### src/pkg/cgcr_regs.svh
// register offsets, field positions, reset values and rate figures for the router
`ifndef CGCR_REGS_SVH
`define CGCR_REGS_SVH
`define CGCR_OFS_CTRL0   8'h20
`define CGCR_OFS_CTRL1   8'h22
`define CGCR_OFS_CTRL2   8'h24
`define CGCR_OFS_RATE    8'h26
`define CGCR_CSRC_LSB    0
`define CGCR_CEDGE_BIT   2
`define CGCR_CQ_BIT      3
`define CGCR_GSRC_LSB    4
`define CGCR_GPOL_BIT    6
`define CGCR_GQ_BIT      7
`define CGCR_GR_BIT      8
`define CGCR_CTRL_RST    8'h00
`define CGCR_RATE_RST    2'h0
`define CGCR_SRC_SOFT    2'h0
`define CGCR_SRC_ALT     2'h1
`define CGCR_SRC_PIN     2'h2
`define CGCR_SRC_CHAIN   2'h3
`define CGCR_SYS_KHZ     25000
`define CGCR_RATE0_KHZ   10000
`define CGCR_RATE1_KHZ   1000
`define CGCR_RATE2_KHZ   100
`define CGCR_RATE3_KHZ   10
`endif

### src/pkg/cgcr_pkg.sv
// types shared by the counter gate and clock router
package cgcr_pkg;
  typedef enum logic [1:0] {MEAS_DONE, MEAS_ARMED, MEAS_PASS} cgcr_meas_t;
  typedef struct packed {
    logic [2:0][7:0]   ctrl;
    logic [2:0]        rearm;
    logic [1:0]        rate;
    logic [15:0]       nco_acc;
    logic              int_clk;
    logic [2:0][2:0]   clk_sync;
    logic [2:0][2:0]   gate_sync;
    logic [2:0][2:0]   out_sync;
    logic [2:0]        clk_filt;
    logic [2:0]        gate_filt;
    logic [2:0]        out_filt;
    logic [2:0][1:0]   meas;
    logic [2:0]        clk_out;
    logic [2:0]        gate_out;
    logic [15:0]       rdata;
  } cgcr_state_t;
endpackage

### src/verilog/cgcr_router.sv
// clock and gate routing, measurement gating and status for three interval counters
`timescale 1ns/1ps
// Behaviour
// RULE1 - clock source field: 00 soft level, 01 internal, 10 pin, 11 preceding output
// RULE2 - chained clocks: 0 from 2, 2 from 1, 1 from 0
// RULE3 - source 10 takes each counter's own external clock pin
// RULE4 - internal clock from shared rate field: 10MHz, 1MHz, 100KHz, 10KHz
// RULE5 - clock edge bit: 0 rising, 1 falling edge presented to counter
// RULE6 - soft clock source: written level drives counter clock, giving edges
// RULE7 - gate source field: 00 soft level, 01 preceding output, 10 pin, 11 measurement
// RULE8 - chained gates: 0 from 2, 1 from 0, 2 from 1
// RULE9 - gate source 10 takes each counter's own external gate pin
// RULE10 - gate polarity bit: 0 positive, 1 inverted
// RULE11 - soft gate source: written level holds the gate
// RULE12 - measurement passes one positive cycle, then blocks until rearmed
// RULE13 - software rearms measurement with a rising edge before the signal arrives
// RULE14 - status bit shows each counter's gate level
// RULE15 - status bit shows each counter's output level
// RULE16 - status bit shows each counter's clock level
// RULE17 - busy bit is 1 while measurement runs, 0 once complete
// RULE18 - control bits 8..0, status 11..8 on read, rate write-only bits 1..0
// RULE19 - routing fields and soft levels clear to zero on reset
// RULE20 - rewriting the same soft clock level makes no edge
// RULE21 - counter 0 paces the D/A output, counter 1 the A/D
`include "cgcr_regs.svh"
module cgcr_router (
  // clock and reset
  input  wire logic        clock,
  input  wire logic        rst_n,
  // register port
  input  wire logic [7:0]  reg_addr,
  input  wire logic        reg_wr,
  input  wire logic        reg_rd,
  input  wire logic [15:0] reg_wdata,
  output logic      [15:0] reg_rdata,
  // connector pins
  input  wire logic [2:0]  ext_counter_clock_pin,
  input  wire logic [2:0]  ext_counter_gate_pin,
  // counter side
  input  wire logic [2:0]  counter_result_level,
  output logic      [2:0]  counter_clock_level,
  output logic      [2:0]  gate_input_level,
  output logic             dac_pacer,
  output logic             adc_pacer
);
  import cgcr_pkg::*;

  cgcr_state_t st_reg;
  cgcr_state_t st_next;
  logic [15:0] nco_sum;
  logic [2:0]  rearm_pulse;
  logic [2:0]  meas_level;
  logic [2:0]  clk_src;
  logic [2:0]  gate_src;

  // ************************************************************
  // helpers
  // ************************************************************
  function automatic logic pick4(input logic [1:0] sel, input logic a, input logic b,
                                 input logic c, input logic d);
    case (sel)
      `CGCR_SRC_SOFT: pick4 = a;
      `CGCR_SRC_ALT:  pick4 = b;
      `CGCR_SRC_PIN:  pick4 = c;
      default:        pick4 = d;
    endcase
  endfunction

  function automatic int prev_idx(input int i);
    prev_idx = (i + 2) % 3;
  endfunction

  function automatic logic [15:0] rate_inc(input logic [1:0] r);
    case (r)
      2'h0:    rate_inc = 16'(2 * `CGCR_RATE0_KHZ);
      2'h1:    rate_inc = 16'(2 * `CGCR_RATE1_KHZ);
      2'h2:    rate_inc = 16'(2 * `CGCR_RATE2_KHZ);
      default: rate_inc = 16'(2 * `CGCR_RATE3_KHZ);
    endcase
  endfunction

  // ************************************************************
  // next state
  // ************************************************************
  always_comb begin
    st_next     = st_reg;
    rearm_pulse = 3'h0;
    meas_level  = 3'h0;
    clk_src     = 3'h0;
    gate_src    = 3'h0;
    // pin synchronisers, level accepted once stages two and three agree
    for (int i = 0; i < 3; i++) begin
      st_next.clk_sync[i]  = {st_reg.clk_sync[i][1:0], ext_counter_clock_pin[i]};
      st_next.gate_sync[i] = {st_reg.gate_sync[i][1:0], ext_counter_gate_pin[i]};
      st_next.out_sync[i]  = {st_reg.out_sync[i][1:0], counter_result_level[i]};
      if (st_reg.clk_sync[i][1] == st_reg.clk_sync[i][2]) begin
        st_next.clk_filt[i] = st_reg.clk_sync[i][2];
      end
      if (st_reg.gate_sync[i][1] == st_reg.gate_sync[i][2]) begin
        st_next.gate_filt[i] = st_reg.gate_sync[i][2];
      end
      if (st_reg.out_sync[i][1] == st_reg.out_sync[i][2]) begin
        st_next.out_filt[i] = st_reg.out_sync[i][2];
      end
    end
    // internal clock: fractional divider toggling at twice the chosen rate
    nco_sum = st_reg.nco_acc + rate_inc(st_reg.rate);  // [RULE4]
    if (nco_sum >= 16'(`CGCR_SYS_KHZ)) begin
      st_next.nco_acc = nco_sum - 16'(`CGCR_SYS_KHZ);
      st_next.int_clk = ~st_reg.int_clk;
    end else begin
      st_next.nco_acc = nco_sum;
    end
    // register writes
    if (reg_wr) begin
      case (reg_addr)
        `CGCR_OFS_CTRL0, `CGCR_OFS_CTRL1, `CGCR_OFS_CTRL2: begin
          for (int i = 0; i < 3; i++) begin
            if (reg_addr == 8'(`CGCR_OFS_CTRL0 + 2 * i)) begin
              st_next.ctrl[i]  = reg_wdata[7:0];  // [RULE18]
              rearm_pulse[i]   = reg_wdata[`CGCR_GR_BIT] & ~st_reg.rearm[i];  // [RULE12]
              st_next.rearm[i] = reg_wdata[`CGCR_GR_BIT];
            end
          end
        end
        `CGCR_OFS_RATE: begin
          st_next.rate = reg_wdata[1:0];  // [RULE18]
        end
        default: begin
        end
      endcase
    end
    // measurement gating per counter
    for (int i = 0; i < 3; i++) begin
      case (cgcr_meas_t'(st_reg.meas[i]))
        MEAS_DONE: begin
          if (rearm_pulse[i]) begin
            st_next.meas[i] = MEAS_ARMED;
          end
        end
        MEAS_ARMED: begin
          if (!rearm_pulse[i] && !st_reg.gate_filt[i] && st_next.gate_filt[i]) begin
            st_next.meas[i] = MEAS_PASS;  // [RULE12]
          end
        end
        MEAS_PASS: begin
          if (rearm_pulse[i]) begin
            st_next.meas[i] = MEAS_ARMED;
          end else if (!st_next.gate_filt[i]) begin
            st_next.meas[i] = MEAS_DONE;  // [RULE12]
          end
        end
        default: begin
          st_next.meas[i] = MEAS_DONE;
        end
      endcase
      meas_level[i] = (st_next.meas[i] == MEAS_PASS) & st_next.gate_filt[i];
    end
    // routing, soft levels follow the write in the same step  [RULE6] [RULE11] [RULE20]
    for (int i = 0; i < 3; i++) begin
      clk_src[i] = pick4(st_next.ctrl[i][`CGCR_CSRC_LSB+:2], st_next.ctrl[i][`CGCR_CQ_BIT],
                         st_next.int_clk, st_next.clk_filt[i],
                         st_next.out_filt[prev_idx(i)]);  // [RULE1] [RULE2] [RULE3]
      gate_src[i] = pick4(st_next.ctrl[i][`CGCR_GSRC_LSB+:2], st_next.ctrl[i][`CGCR_GQ_BIT],
                          st_next.out_filt[prev_idx(i)], st_next.gate_filt[i],
                          meas_level[i]);  // [RULE7] [RULE8] [RULE9]
      st_next.clk_out[i]  = clk_src[i] ^ st_next.ctrl[i][`CGCR_CEDGE_BIT];  // [RULE5]
      st_next.gate_out[i] = gate_src[i] ^ st_next.ctrl[i][`CGCR_GPOL_BIT];  // [RULE10]
    end
    // register reads, rate word reads back as zero
    if (reg_rd) begin
      st_next.rdata = 16'h0000;
      for (int i = 0; i < 3; i++) begin
        if (reg_addr == 8'(`CGCR_OFS_CTRL0 + 2 * i)) begin
          st_next.rdata = {4'h0, st_reg.meas[i] != MEAS_DONE, st_reg.clk_out[i],
                           st_reg.out_filt[i], st_reg.gate_out[i],
                           st_reg.ctrl[i]};  // [RULE14] [RULE15] [RULE16] [RULE17]
        end
      end
    end
  end

  // ************************************************************
  // state register
  // ************************************************************
  always_ff @(posedge clock or negedge rst_n) begin
    if (!rst_n) begin
      st_reg      <= '0;
      st_reg.ctrl <= {3{`CGCR_CTRL_RST}};  // [RULE19]
      st_reg.rate <= `CGCR_RATE_RST;
    end else begin
      st_reg <= st_next;
    end
  end

  assign reg_rdata           = st_reg.rdata;
  assign counter_clock_level = st_reg.clk_out;
  assign gate_input_level    = st_reg.gate_out;
  assign dac_pacer           = st_reg.out_filt[0];  // [RULE21]
  assign adc_pacer           = st_reg.out_filt[1];  // [RULE21]
endmodule

### config.mk
export PLATFORM = sky130hd
export DESIGN_NAME = cgcr_router
export DESIGN_NICKNAME = d
export VERILOG_FILES = /design/src/pkg/cgcr_pkg.sv /design/src/verilog/cgcr_router.sv
export VERILOG_INCLUDE_DIRS = /design/src /design/src/pkg
export SDC_FILE = /design/constraint.sdc
export NUM_CORES = 1
export LEC_CHECK = 0
export BUFFER_PORTS_ARGS = -buffer_cell sky130_fd_sc_hd__buf_4
export CAP_MARGIN = 25
export CORE_ASPECT_RATIO = 0.5
export CORE_MARGIN = 2
export CORE_UTILIZATION = 45
export CTS_BUF_LIST = sky130_fd_sc_hd__clkbuf_16
export CTS_CLUSTER_DIAMETER = 200
export CTS_CLUSTER_SIZE = 40
export DETAILED_ROUTE_END_ITERATION = 7
export GPL_TIMING_DRIVEN = 0
export SYNTH_ARGS = -nofsm -noshare
export SYNTH_HDL_FRONTEND = slang
export SYNTH_SLANG_ARGS = --single-unit
### constraint.sdc
create_clock -name clock -period 5 [get_ports clock]
set_clock_uncertainty 0.2 [all_clocks]
set_input_delay 0.5 -clock clock [delete_from_list [all_inputs] [get_ports clock]]
set_output_delay 0.5 -clock clock [all_outputs]
set_load 0.005 [all_outputs]
After elaboration in Yosys (flattened, before gate mapping)
Cells that the tools add are included.
{"block": "word_totals", "reg_bits": 110, "latchBits": 0, "mem_bits_rw": 0, "rom_bits": 0, "input_bits": 37, "word_cells": 162, "n_memories": 0}
{"block": "op_classes", "addsub": 2, "mul": 0, "div_mod_pow": 0, "n_lt_le_gt_ge": 1, "n_eq_ne": 36, "shift": 0, "n_mux": 50, "bitwise": 16, "n_reduce_logical": 30}
{"cell": "16-bit two-way mux", "n": 3}
{"cell": "15-bit case mux with 3 select lines", "n": 1}
{"cell": "8-bit by 6-bit equality test with 1-bit output, second input constant", "n": 4}
{"cell": "29-bit two-way mux", "n": 1}
{"cell": "27-bit two-way mux", "n": 1}
{"cell": "2-bit equality test, second input constant", "n": 13}
{"cell": "2-bit two-way mux", "n": 13}
{"cell": "8-bit two-way mux", "n": 3}
{"cell": "2-bit by 1-bit equality test with 1-bit output, second input constant", "n": 10}
{"cell": "2-bit logical NOT", "n": 10}
{"cell": "1-bit case mux with 3 select lines", "n": 6}
{"cell": "2-bit case mux with 3 select lines", "n": 3}
{"cell": "16-bit adder", "n": 1}
{"cell": "16-bit by 15-bit >= comparator with 1-bit output, second input constant", "n": 1}
{"cell": "1-bit two-way mux", "n": 16}
{"cell": "16-bit by 15-bit subtractor with 16-bit output, second input constant", "n": 1}
{"cell": "12-bit two-way mux", "n": 1}
{"cell": "1-bit equality test", "n": 9}
{"cell": "3-bit AND reduction", "n": 3}
{"cell": "1-bit AND", "n": 6}
{"cell": "1-bit logical AND", "n": 6}
{"cell": "1-bit logical NOT", "n": 6}
{"cell": "3-bit two-way mux", "n": 2}
{"cell": "2-bit nonzero test", "n": 3}
{"cell": "4 further kinds", "n": 12}

Logic depth before layout (Yosys ltp)
{"block": "logic_depth", "depth_word": 14, "mapped_depth": 16, "ltp_nobuf": 14}

Worst setup path after synthesis
Ideal clock, no wire load.
{"block": "synth_path", "kind": "reg-to-reg", "from": "reg st_reg[82] in the netlist's numbering", "to": "reg st_reg[76] in the netlist's numbering", "setup_ps": 128, "arrival_ps": 2902, "t_required_ps": 4672, "slack_ps": 1770, "path_stages_with_launch": 15, "n_path_buf": 1, "period_less_slack_ps": 3230, "path_cell_list": "dfrtp_1 inv_1 ha_1 or2_2 ha_1 and2b_4 o2111ai_1 nand2_1 xor2_1 nand2_1 o2111ai_2 a21o_1 buf_6 nand4b_2 xnor2_1"}
{"element": "start, declared", "line_no": "cgcr_router.sv:48", "rtl": "cgcr_state_t st_reg;"}
{"element": "start signal, assigned", "line_no": "cgcr_router.sv:192", "rtl": "st_reg <= st_next;"}

==> summary.md <==
| Metric | Value |
|---|---|
| Number of synthesized flops with an enable pin | 0 |
| Part of the Yosys area used for sequential elements | 0.4928 |
| Largest family of logic cells by synthesized area | compound AO/OA/AOI/OAI gates |
| Worst setup path category | reg2reg |
| Crit. End Element | register |
| Largest net degree at the start of global routing | 68 |
| Startpoint types | register |
| Synth Instances | between 400 and 500 |
| H-tree levels | 3 |
| 1st-iter DRT viols | between 100 and 150 |
| Clk pin slew, worst setup/hold paths | ~0.07 ns |
| Core Area | about 0.011 mm² |
| Die Ht | 80.61 µm |
| Crit path max-delay cell type | dfrtp_1 |
| R2R Path Start | st_reg[81] |
| Hold Vio Cnt, Final | 0 |
| M1 WL | just over 5 mm |
| Final max-slew violation count | 0 |
| WL met3 | 337 µm |
| Synth Area in Adders | 0.06112 |
| Cells along the critical path | inv_1, ha_1, nor2_1, nor2_1, ha_1, buf_1, and3_1, nand3_1, a21oi_2, mux2i_1, nand2_1, clkbuf_1, nor2_1, a22oi_1, nand2_1, xor2_1 |
| Power Total | just under 3000 µW |
| Actual slew at the worst max-slew pin | 0.7477 ns |
| WL/cell | about 15 µm |
| DR DRC count | 0 |
| Reg2Reg Depth | 16 |
| Pleak | 0.002982 µW |
| Antenna violation net count after detailed routing | 0 |
| CP arrival | 3.79 ns |
| Top routing layer in use | met4 |
| Hold path startpoint | counter_result_level[1] |
| Min-Delay Endpoint | st_next[41] |
| Ports | 61 |
| Row cnt | 27 |
| R2R Setup Slk | roughly 1.2 ns |
| Synthesized area | between 0.005 and 0.006 mm² |
| Vias in the first global route | 3500 |
| Syn avg cell area | approximately 11 µm² |
| Antenna cells | 0 |
| First-pass GRT wire length | between 15 and 20 mm |
| Mux cell area share after synthesis | 0.1087 |
| Post-Synth XOR/XNOR Area | 0.04478 |
| Flip-flop count of the largest register after layout | 66 |
| CP max stage delay | between 0.4 and 0.5 ns |
| Final instance area | 0.006163 mm² |
| Initial antenna violation count | 0 |
| Share of cells above drive strength 1 | 0.2453 |
| CTS root buffer | clkbuf_16 |
| CP required | 5.03 ns |
| Drt pass-1 iters | 4 |
| Hold path cells | 1 |
| Synth-to-Final Area Change | 16.70% |
| Cts bufs inserted | 9 |
| Placed Area | approximately 0.0059 mm² |
| Via count | between 3000 and 4000 |
| Vias/cell | around 5 |
| Library cells used by synthesis | between 60 and 70 |
| Simple-gate share of the synthesized area | 0.1123 |
| Port buffer count | 47 |
| CTS tree | built |
| Die area | between 0.01 and 0.015 mm² |
| Cell Pwr Density | 473.7 mW/mm² |
| Dpl hpwl | 8.002 mm |
| Final period util | 0.7513 |
| Status | finished clean |
| Fin crit period | 3.756 ns |
| Synth Area in Compound Gates | 0.1163 |
| Worst vdd ir | 396.0 µV |
| Async set-reset flop share out of synthesis | 1.000 |
| Drt total wl | roughly 11 mm |
| GRT overflow | 0 |
| F_max | around 270 MHz |
| Gr usage total | 0.1831 |
| Warnings from Yosys | 0 |
| Setup_tns | 0 ns |
| Clk sink count | approximately 100 |
| CP Max Fanout | 10 |
| Resized Gates After CTS | 0 |
| Final Setup Violations | 0 |
| Most frequent CP cell | nor2_1 |
| Die Wd | around 160 µm |
| Nets | around 580 |
| Reg2reg end | counter_clock_level[2] |
| Worst Hold Class | in2reg |
| Clock latency at the later pin of the worst-skew pair | between 0.3 and 0.4 ns |
| Max-slew headroom | 0.5016 |
| Max-cap violations | 0 |
| Initial Util | 0.4709 |
| RSZ-0062 raised after global routing | false |
| Final Wtd Congestion | 0.8203 |
| Commonest non-fill, non-tap cell in the layout | dfrtp_1 |
| Most frequent cells in the layout | 104 x dfrtp_1, 71 x buf_4, 30 x mux2i_1 |
| #FFs+latches synth | approximately 100 |
| Top_reg_cell synth | dfrtp_1 |
| Fill cells | just over 1000 |
| Clock buffer depth | 2 |
| Met2 WL | about 5.2 mm |
cells in the mapped netlist, drive strengths merged, types with 5 or more instances:
cell type / number / area share
nor3: 5 / 0.0047
o22ai: 14 / 0.017
maj3: 9 / 0.017
clkbuf: 8 / 0.0057
o211ai: 6 / 0.0095
nand3b: 7 / 0.011
mux2: 22 / 0.048
nand4: 5 / 0.0071
o21ai: 11 / 0.013
xnor2: 13 / 0.027
mux2i: 31 / 0.061
a21o: 6 / 0.0085
nand3: 9 / 0.0085
nand2: 25 / 0.018
nor2: 29 / 0.022
inv: 25 / 0.018
buf: 28 / 0.040
nor3b: 5 / 0.0071
nor2b: 8 / 0.0095
xor2: 11 / 0.018
dfrtp: 104 / 0.49
a21oi: 25 / 0.024
ha: 17 / 0.040
layout make-up:
| type | instances | area, µm² | share of cell area |
|---|---|---|---|
| Buffer | 36 | 240.2 | 0.03898 |
| Multi-Input combinational cell | 304 | 2356 | 0.3823 |
| Inverter | 25 | 93.84 | 0.01523 |
| Sequential cell | 104 | 2603 | 0.4223 |
| Clock buffer | 9 | 225.2 | 0.03654 |
| Clock inverter | 7 | 56.30 | 0.009135 |
| Tap cell | 159 | 198.9 | 0.03228 |
| Timing Repair Buffer | 49 | 390.4 | 0.06334 |
worst max-delay path: cells and delay by family, from the launching register on:
kind	cells	cell delay [ns]
multiplexers	1	0.15
AO/OA/AOI/OAI	2	0.47
AND/OR/NAND/NOR	7	0.94
buffers and inverters	3	0.71
adder cells (fa/ha/maj)	2	0.57
flip-flops	1	0.43
XOR/XNOR	1	0.16
worst max-delay path by stage:
stage               startpoint                endpoint  slack [ns]  cells past startpoint
floorplan           st_reg[82]              st_reg[76]        1.77                     14
detailed placement  st_reg[82]              st_reg[76]        1.25                     14
finish              st_reg[81]  counter_clock_level[2]        1.24                     16
CTS                 st_reg[81]              st_reg[74]        1.23                     16
global route        st_reg[81]              st_reg[74]        0.93                     16
global placement    st_reg[82]              st_reg[75]        1.25                     16
layer usage:
layer  track usage  vias to the layer above
met3       0.04263                        4
li1              -                     1746
met4       0.03273                        0
met1        0.2478                     1749
met5             0                        -
met2        0.3057                       50
repair_timing:
action	4_1_cts	5_1_grt
hold buffers	1	0
setup buffers	0	0
hold endpoints to repair	37	0
kinds of logic after synthesis:
family                   Yosys count
XOR/XNOR                          24
buffers and inverters             61
adder cells (fa/ha/maj)           27
multiplexers                      53
flip-flops                       104
other                              1
AO/OA/AOI/OAI                     87
AND/OR/NAND/NOR                  109
stage by stage:
stage	utilization	setup slack (ns)	std cells	hold WS (ns)
2_1_floorplan	-	1.770	469	0.004409
3_3_place_gp	0.5211	1.254	675	0.1326
3_5_place_dp	0.5235	1.251	676	0.1347
4_1_cts	0.5495	1.234	693	0.04728
5_1_grt	0.5495	0.9338	693	0.04250
6_report	0.5495	1.244	693	0.06126
report_power, final:
part | switching [µW] | internal (µW)
Combinational | 706 | 531
Clock | 330 | 345
Sequential | 53.1 | 955
Total | 1090 | 1830
No activity file was read; power rests on OpenSTA's default activity.
